`src/design/ide_map.svh`:
```
`ifndef IDE_MAP_SVH
`define IDE_MAP_SVH
// opcode class patterns (bits 13:8, IDE_TOP_JUMP bits 13:12) and core constants
`define IDE_OP_DEC_SKIP 6'h0b
`define IDE_OP_INC_SKIP 6'h0f
`define IDE_OP_INC 6'h0a
`define IDE_OP_OR_FILE 6'h04
`define IDE_OP_MOVE_FW 6'h08
`define IDE_OP_OR_LIT 6'h1a
`define IDE_OP_LOAD_LIT 6'h19
`define IDE_OP_STORE 6'h00
`define IDE_TOP_JUMP 2'h3
`define IDE_PC_RESET 12'h000
`define IDE_ACC_RESET 8'h00
`define IDE_ONE 8'h01
`define IDE_ZERO 8'h00
`define IDE_FULL 8'hff
`define IDE_PC_STEP 12'h001
`endif

```
`src/design/ide_pkg.sv`:
```
package ide_pkg;
    typedef struct packed {
        logic we;
        logic [6:0] addr;
        logic [7:0] data;
    } ide_file_wr_t;
    typedef struct packed {
        logic we;
        logic [5:0] addr;
        logic [7:0] data;
    } ide_spec_wr_t;
endpackage : ide_pkg

```
`src/design/ide_core.sv`:
```
// Overview of operation
// RQ1 - decrement-skip subtracts one from file, routes by d, flags unchanged
// RQ2 - decrement-skip zero result replaces next instruction with no_operation, two cycles
// RQ3 - increment-skip adds one, routes by d, zero skips next, no flags
// RQ4 - jump_abs loads 12-bit immediate into program_counter, no flags
// RQ5 - inc_file adds one to file, updates zero flag, one cycle
// RQ6 - destination bit 0 writes accumulator, 1 writes back file register
// RQ7 - or_literal_acc ORs literal into accumulator, updates zero flag, one cycle
// RQ8 - or_acc_file ORs accumulator with file, routes by d, updates zero flag
// RQ9 - move_file_to_acc copies file to accumulator, flags untouched
// RQ10 - load_literal_acc puts literal in accumulator, flags untouched
// RQ11 - store_acc_file writes accumulator to 7-bit file address, no flags
// RQ12 - store_acc_special writes accumulator to 6-bit special address, no flags
// RQ13 - jump_abs takes two cycles by flushing the fetched instruction
// RQ14 - instructions without listed flags hold zero flag unchanged
`timescale 1ns/100ps
`default_nettype none
`include "ide_map.svh"
module ide_core
    import ide_pkg::*;
(
    input wire logic i_sys_clk,
    input wire logic i_srst,
    input wire logic [13:0] i_instr,
    input wire logic [7:0] i_file_rdata,
    output logic [6:0] o_file_raddr,
    output ide_pkg::ide_file_wr_t o_file_wr,
    output ide_pkg::ide_spec_wr_t o_spec_wr,
    output logic [11:0] o_pc,
    output logic [7:0] o_acc,
    output logic o_zero_flag,
    output logic o_flush
);
    import ide_pkg::*;

    logic [11:0] pc_ff;
    logic [11:0] nxt_pc;
    logic [7:0] acc_ff;
    logic [7:0] nxt_acc;
    logic zero_ff;
    logic nxt_zero;
    logic flush_ff;
    logic nxt_flush;
    // set by a jump so the flush slot keeps the counter on the target
    logic jump_hold_ff;
    logic nxt_jump_hold;
    ide_file_wr_t fwr_ff;
    ide_file_wr_t nxt_fwr;
    ide_spec_wr_t swr_ff;
    ide_spec_wr_t nxt_swr;
    logic [5:0] op_hi;
    logic dest_bit;
    logic [7:0] result;
    logic has_result;
    logic is_skip;
    logic is_jump;

    function automatic logic op_is(input logic [13:0] ins, input logic [5:0] pat);
        op_is = (ins[13:8] == pat);
    endfunction : op_is

    assign op_hi = i_instr[13:8];
    assign dest_bit = i_instr[7];
    // file address presented combinationally so read data is ready in the same cycle
    assign o_file_raddr = i_instr[6:0];
    assign is_jump = (i_instr[13:12] == `IDE_TOP_JUMP);
    assign is_skip = op_is(i_instr, `IDE_OP_DEC_SKIP) || op_is(i_instr, `IDE_OP_INC_SKIP);

    always_comb begin
        nxt_acc = acc_ff;
        nxt_zero = zero_ff;
        nxt_fwr = '0;
        nxt_swr = '0;
        nxt_flush = 1'b0;
        nxt_jump_hold = 1'b0;
        nxt_pc = pc_ff + `IDE_PC_STEP;
        result = `IDE_ZERO;
        has_result = 1'b0;
        // a flushed slot runs as no_operation; only the counter moves, stepping by one or holding after a jump
        if (!flush_ff) begin
            if (is_jump) begin
                // RQ4 jump target load
                nxt_pc = i_instr[11:0];
                // RQ13 flush after jump
                nxt_flush = 1'b1;
                nxt_jump_hold = 1'b1;
            end else begin
                unique case (op_hi)
                    // RQ1 decrement result
                    `IDE_OP_DEC_SKIP: begin
                        result = i_file_rdata - `IDE_ONE;
                        has_result = 1'b1;
                    end
                    // RQ3 increment result
                    `IDE_OP_INC_SKIP: begin
                        result = i_file_rdata + `IDE_ONE;
                        has_result = 1'b1;
                    end
                    // RQ5 increment with zero flag
                    `IDE_OP_INC: begin
                        result = i_file_rdata + `IDE_ONE;
                        has_result = 1'b1;
                        nxt_zero = (result == `IDE_ZERO);
                    end
                    // RQ8 or with file
                    `IDE_OP_OR_FILE: begin
                        result = acc_ff | i_file_rdata;
                        has_result = 1'b1;
                        nxt_zero = (result == `IDE_ZERO);
                    end
                    `IDE_OP_MOVE_FW: begin
                        // RQ9 file to accumulator; d=1 is a different opcode, ignored
                        if (!dest_bit) begin
                            nxt_acc = i_file_rdata;
                        end
                    end
                    // RQ7 or literal
                    `IDE_OP_OR_LIT: begin
                        nxt_acc = acc_ff | i_instr[7:0];
                        nxt_zero = (nxt_acc == `IDE_ZERO);
                    end
                    // RQ10 literal load
                    `IDE_OP_LOAD_LIT: begin
                        nxt_acc = i_instr[7:0];
                    end
                    `IDE_OP_STORE: begin
                        if (dest_bit) begin
                            // RQ11 store to file
                            nxt_fwr = '{we: 1'b1, addr: i_instr[6:0], data: acc_ff};
                        end else if (i_instr[6] == 1'b0) begin
                            // RQ12 store to special register
                            nxt_swr = '{we: 1'b1, addr: i_instr[5:0], data: acc_ff};
                        end
                    end
                    default: begin
                        // instructions outside this subset pass as no_operation
                    end
                endcase
                // RQ6 destination routing
                if (has_result) begin
                    if (dest_bit) begin
                        nxt_fwr = '{we: 1'b1, addr: i_instr[6:0], data: result};
                    end else begin
                        nxt_acc = result;
                    end
                end
                // RQ2 skip on zero
                if (is_skip && result == `IDE_ZERO) begin
                    nxt_flush = 1'b1;
                end
            end
        end else if (jump_hold_ff) begin
            // RQ13 slot after a jump holds the counter
            // the target word is already presented; stepping here would lose it
            nxt_pc = pc_ff;
        end
    end

    always_ff @(posedge i_sys_clk) begin
        if (i_srst) begin
            pc_ff <= `IDE_PC_RESET;
            flush_ff <= 1'b0;
            jump_hold_ff <= 1'b0;
        end else begin
            pc_ff <= nxt_pc;
            flush_ff <= nxt_flush;
            jump_hold_ff <= nxt_jump_hold;
        end
    end

    always_ff @(posedge i_sys_clk) begin
        if (i_srst) begin
            acc_ff <= `IDE_ACC_RESET;
        end else begin
            acc_ff <= nxt_acc;
        end
    end

    // RQ14 flag hold
    always_ff @(posedge i_sys_clk) begin
        if (i_srst) begin
            zero_ff <= 1'b0;
        end else begin
            zero_ff <= nxt_zero;
        end
    end

    always_ff @(posedge i_sys_clk) begin
        if (i_srst) begin
            fwr_ff <= '0;
            swr_ff <= '0;
        end else begin
            fwr_ff <= nxt_fwr;
            swr_ff <= nxt_swr;
        end
    end

    assign o_pc = pc_ff;
    assign o_acc = acc_ff;
    assign o_zero_flag = zero_ff;
    assign o_file_wr = fwr_ff;
    assign o_spec_wr = swr_ff;
    assign o_flush = flush_ff;
endmodule : ide_core
`default_nettype wire

```
`config.mk`:
```
export PLATFORM = sky130hd
export DESIGN_NAME = ide_core
export DESIGN_NICKNAME = d
export VERILOG_FILES = /design/src/design/ide_pkg.sv /design/src/design/ide_core.sv
export VERILOG_INCLUDE_DIRS = /design/src /design/src/design
export SDC_FILE = /design/constraint.sdc
export NUM_CORES = 1
export LEC_CHECK = 0
export BUFFER_PORTS_ARGS = -buffer_cell sky130_fd_sc_hd__buf_4
export CAP_MARGIN = 20
export CELL_PAD_IN_SITES_DETAIL_PLACEMENT = 1
export CELL_PAD_IN_SITES_GLOBAL_PLACEMENT = 2
export CORE_ASPECT_RATIO = 0.6
export CORE_MARGIN = 2
export CORE_UTILIZATION = 28
export CTS_BUF_LIST = sky130_fd_sc_hd__clkbuf_4 sky130_fd_sc_hd__clkbuf_8
export DETAILED_ROUTE_END_ITERATION = 10
export PLACE_DENSITY_LB_ADDON = 0.1
export SYNTH_ARGS = -nofsm -noshare
export SYNTH_HDL_FRONTEND = slang
export SYNTH_SLANG_ARGS = --single-unit
```
`constraint.sdc`:
```
create_clock -name i_sys_clk -period 2.2 [get_ports i_sys_clk]
set_input_delay 0.44 -clock i_sys_clk [delete_from_list [all_inputs] [get_ports i_sys_clk]]
set_output_delay 0.44 -clock i_sys_clk [all_outputs]
set_load 0.02 [all_outputs]
```
==> summary.txt <==
Drt
  • Met2 wire length: ~4400 um
  • DRC Markers: 0
  • Routed vias/inst: 5.22
  • Met3 wire len: 732 um
  • First-pass DRT Iterations: 4
  • WL met1: 6300 um
  • Antenna Nets Post-Route: 0
  • Total Wirelength: around 11000 um
  • Routed via count: between 3k and 4k
  • Drt initial violations: 179
  • DR WL/cell: between 15 and 20 um
  • Highest metal layer with signal wires: met4

Synthesis
  • Post-Synth Simple-Gate Area: 0.289
  • Seq/Total Area, Yosys: 0.369
  • Synth cell types: 61
  • Syn Inst Count: 351
  • Mapped Area: around 2900 sq um
  • EDFF count, synth: 0
  • Post-synth ARST share: 0
  • Post-synthesis xor/xnor area fraction: 0.0388
  • Adder-cell share of the synthesized area: 0.0128
  • Largest family of logic cells by synthesized area: simple AND/OR/NAND/NOR gates
  • Mux share of post-synthesis cell area: 0.0145
  • Post-Syn Nets: approximately 380
  • Main flop type after synthesis: dfxtp_1
  • Post-synthesis compound-gate area fraction: 0.212
  • Yosys warns: 0
  • Post-synthesis sequential element count: between 50 and 60
  • Post-Syn Area per Cell: around 8.4 sq um

Clock network
  • CTS buffer count: 5
  • Worst-path clk slew: between 0.1 and 0.15 ns
  • CTS Hold Buffers Added: 0
  • TritonCTS Sinks: 54
  • H-tree Lvls: 2
  • Worst-Skew Late Latency: about 0.32 ns
  • CTS Buffer Depth: 2
  • Root Buffer: clkbuf_8
  • Post-cts resize count: 0
  • Post-CTS setup buffers: 0
  • CTS tree: yes

STA
  • Final slew viol count: 0
  • RSZ-0062 raised after global routing: no
  • FMAX: approximately 480 MHz
  • Fin Clk Skew: about 0.016 ns
  • Final Cycle Share: 0.940
  • Worst rel slew slack: 0.627
  • Final hold viol count: 0
  • Period minus WS final: 2.07 ns
  • Final Setup Violations: 0
  • Worst slew pin tran: between 0.5 and 0.6 ns

Setup path
  • CP Class: in2reg
  • Crit path DAT: 2.29 ns
  • Critical Path Source Type: input port
  • Reg2Reg Depth: 7
  • Crit path max fanout: 6
  • Reg2reg end: o_pc[8]$_SDFFE_PP0P_
  • R2R Path Start: o_pc[0]$_SDFFE_PP0P_
  • FF-to-FF setup slack: 0.49 ns
  • CP required: 2.43 ns
  • Crit. End Element: flop

Power
  • PwrDens: approximately 500 nW/um^2
  • Peak VDD IR: 253 uV
  • Leak: ~0.0017 uW

Die
  • Total die area: 11300 sq um
  • Initial Util: 0.293
  • Std cell rows: 28
  • I/O pin count: 84
  • Core footprint: between 10000 and 15000 sq um
  • Die height: about 83 um
  • Die width: roughly 140 um

Placed design
  • Placed wire-length estimate: slightly above 9000 um
  • Placed cell area: about 4000 sq um
  • Port bufs: 83
  • GPL Wtd Cong: 0.805

Layout
  • Layout cell share with drive strength beyond 1: 0.345
  • Layout Nets: roughly 500
  • N_diodes: 0
  • Commonest non-fill, non-tap cells in the layout: buf_4 (145), dfxtp_1 (54), nand2_1 (30)
  • Commonest non-fill, non-tap cell in the layout: buf_4
  • Post-Layout Inst Area: roughly 4100 sq um
  • Layout area overhead: 40.0%
  • Final core utilization: 0.410

GRT
  • Vias in the first global route: 3112
  • Largest net degree at the start of global routing: 22
  • Remaining global-route overflow: 0
  • Initial antenna violation count: 0
  • GRT Overall Usage: 0.203
  • First-pass GRT wire length: 17900 um

Min path
  • Hold_sp: i_instr[1]
  • Hold depth: 2
  • HP Class: in2reg
  • Hold EP: o_file_wr[9]$_SDFF_PP0_

Outcome
  • Status: complete, no violations

Flow run
  • Max Cap Viol: 0
through the flow:
| step | power [uW] | setup TNS [ns] | hold slack (ns) | worst slack (ns) | std cells |
|---|---|---|---|---|---|
| after floorplan | 1280 | 0 | 0.562 | 0.0544 | 351 |
| after global placement | 1480 | -0.303 | 0.496 | -0.0761 | 600 |
| after detailed placement | 1480 | -0.764 | 0.500 | -0.168 | 600 |
| after CTS | 2050 | 0 | 0.371 | 0.184 | 607 |
| after global routing | 2130 | 0 | 0.380 | 0.0427 | 607 |
| final | 2030 | 0 | 0.371 | 0.132 | 607 |
worst max-delay path by stage:
stage | start | endpoint | slack (ns) | cells past startpoint
6_report | i_instr[9] | o_acc[5]$_SDFFE_PP0P_ | 0.13 | 8
2_1_floorplan | i_instr[13] | o_acc[7]$_SDFFE_PP0P_ | 0.05 | 8
5_1_grt | i_instr[8] | o_acc[4]$_SDFFE_PP0P_ | 0.04 | 9
4_1_cts | i_instr[9] | o_acc[5]$_SDFFE_PP0P_ | 0.18 | 8
3_3_place_gp | i_instr[8] | o_acc[7]$_SDFFE_PP0P_ | -0.08 | 8
3_5_place_dp | i_instr[9] | o_acc[5]$_SDFFE_PP0P_ | -0.17 | 8
state kept, by name (all words and copies together) (netlist names):
signal and cells:
o_spec_wr 15, o_pc 12, o_file_wr 16, jump_hold_ff 1, o_zero_flag 1, o_flush 1
o_acc 8
critical path: stages:
cell	delay, ns
buf_4	0.13
nor3b_2	0.19
buf_4	0.14
and3_1	0.18
a32o_1	0.23
a211oi_1	0.50
o221ai_1	0.21
a32o_1	0.28
area by class of cell:
type / instances / area, sq um
Clock inverter: 2 / 13.8
Timing Repair Buffer: 145 / 1090
Sequential cell: 54 / 1080
Clock buffer: 5 / 68.8
Inverter: 5 / 18.8
Multi-Input combinational cell: 261 / 1660
Tap cell: 135 / 169
Fill cell: 1219 / 5920
synthesized netlist by cell type (5+ instances only):
| master | instances | share of area |
|---|---|---|
| buf_4 | 7 | 0.018 |
| a221oi_1 | 6 | 0.018 |
| nor3_1 | 7 | 0.012 |
| buf_2 | 8 | 0.014 |
| nand2_1 | 30 | 0.038 |
| inv_1 | 5 | 0.0064 |
| a21oi_1 | 26 | 0.044 |
| xor2_1 | 9 | 0.027 |
| and2_1 | 24 | 0.051 |
| clkbuf_1 | 12 | 0.015 |
| o21ai_0 | 13 | 0.022 |
| nor2_1 | 29 | 0.037 |
| nand4_1 | 7 | 0.015 |
| nand3_1 | 17 | 0.029 |
| a211oi_1 | 10 | 0.026 |
| dfxtp_1 | 54 | 0.37 |
| nor4_1 | 9 | 0.019 |
per-layer routing:
layer / GRT usage / up-vias
li1: - / 1518
met1: 0.333 / 1523
met2: 0.274 / 123
met3: 0.0366 / 6
met4: 0.0256 / 0
met5: 0 / -
where the power goes:
group / switching [uW] / internal, uW / total, uW
clock network: 354 / 222 / 575
registers: 36.6 / 1000 / 1040
logic: 236 / 184 / 420
cells by family (layout without fill, tap and decap cells):
kind of cell	count (synthesis)	after routing
muxes	4	4
buffers and inverters	36	157
adders and majority gates	3	3
AOI/OAI and AO/OA	90	90
xor gates and xnor gates	13	13
DFF	54	54
and+or+nand+nor	151	151
No activity file was read; power rests on OpenSTA's default activity.
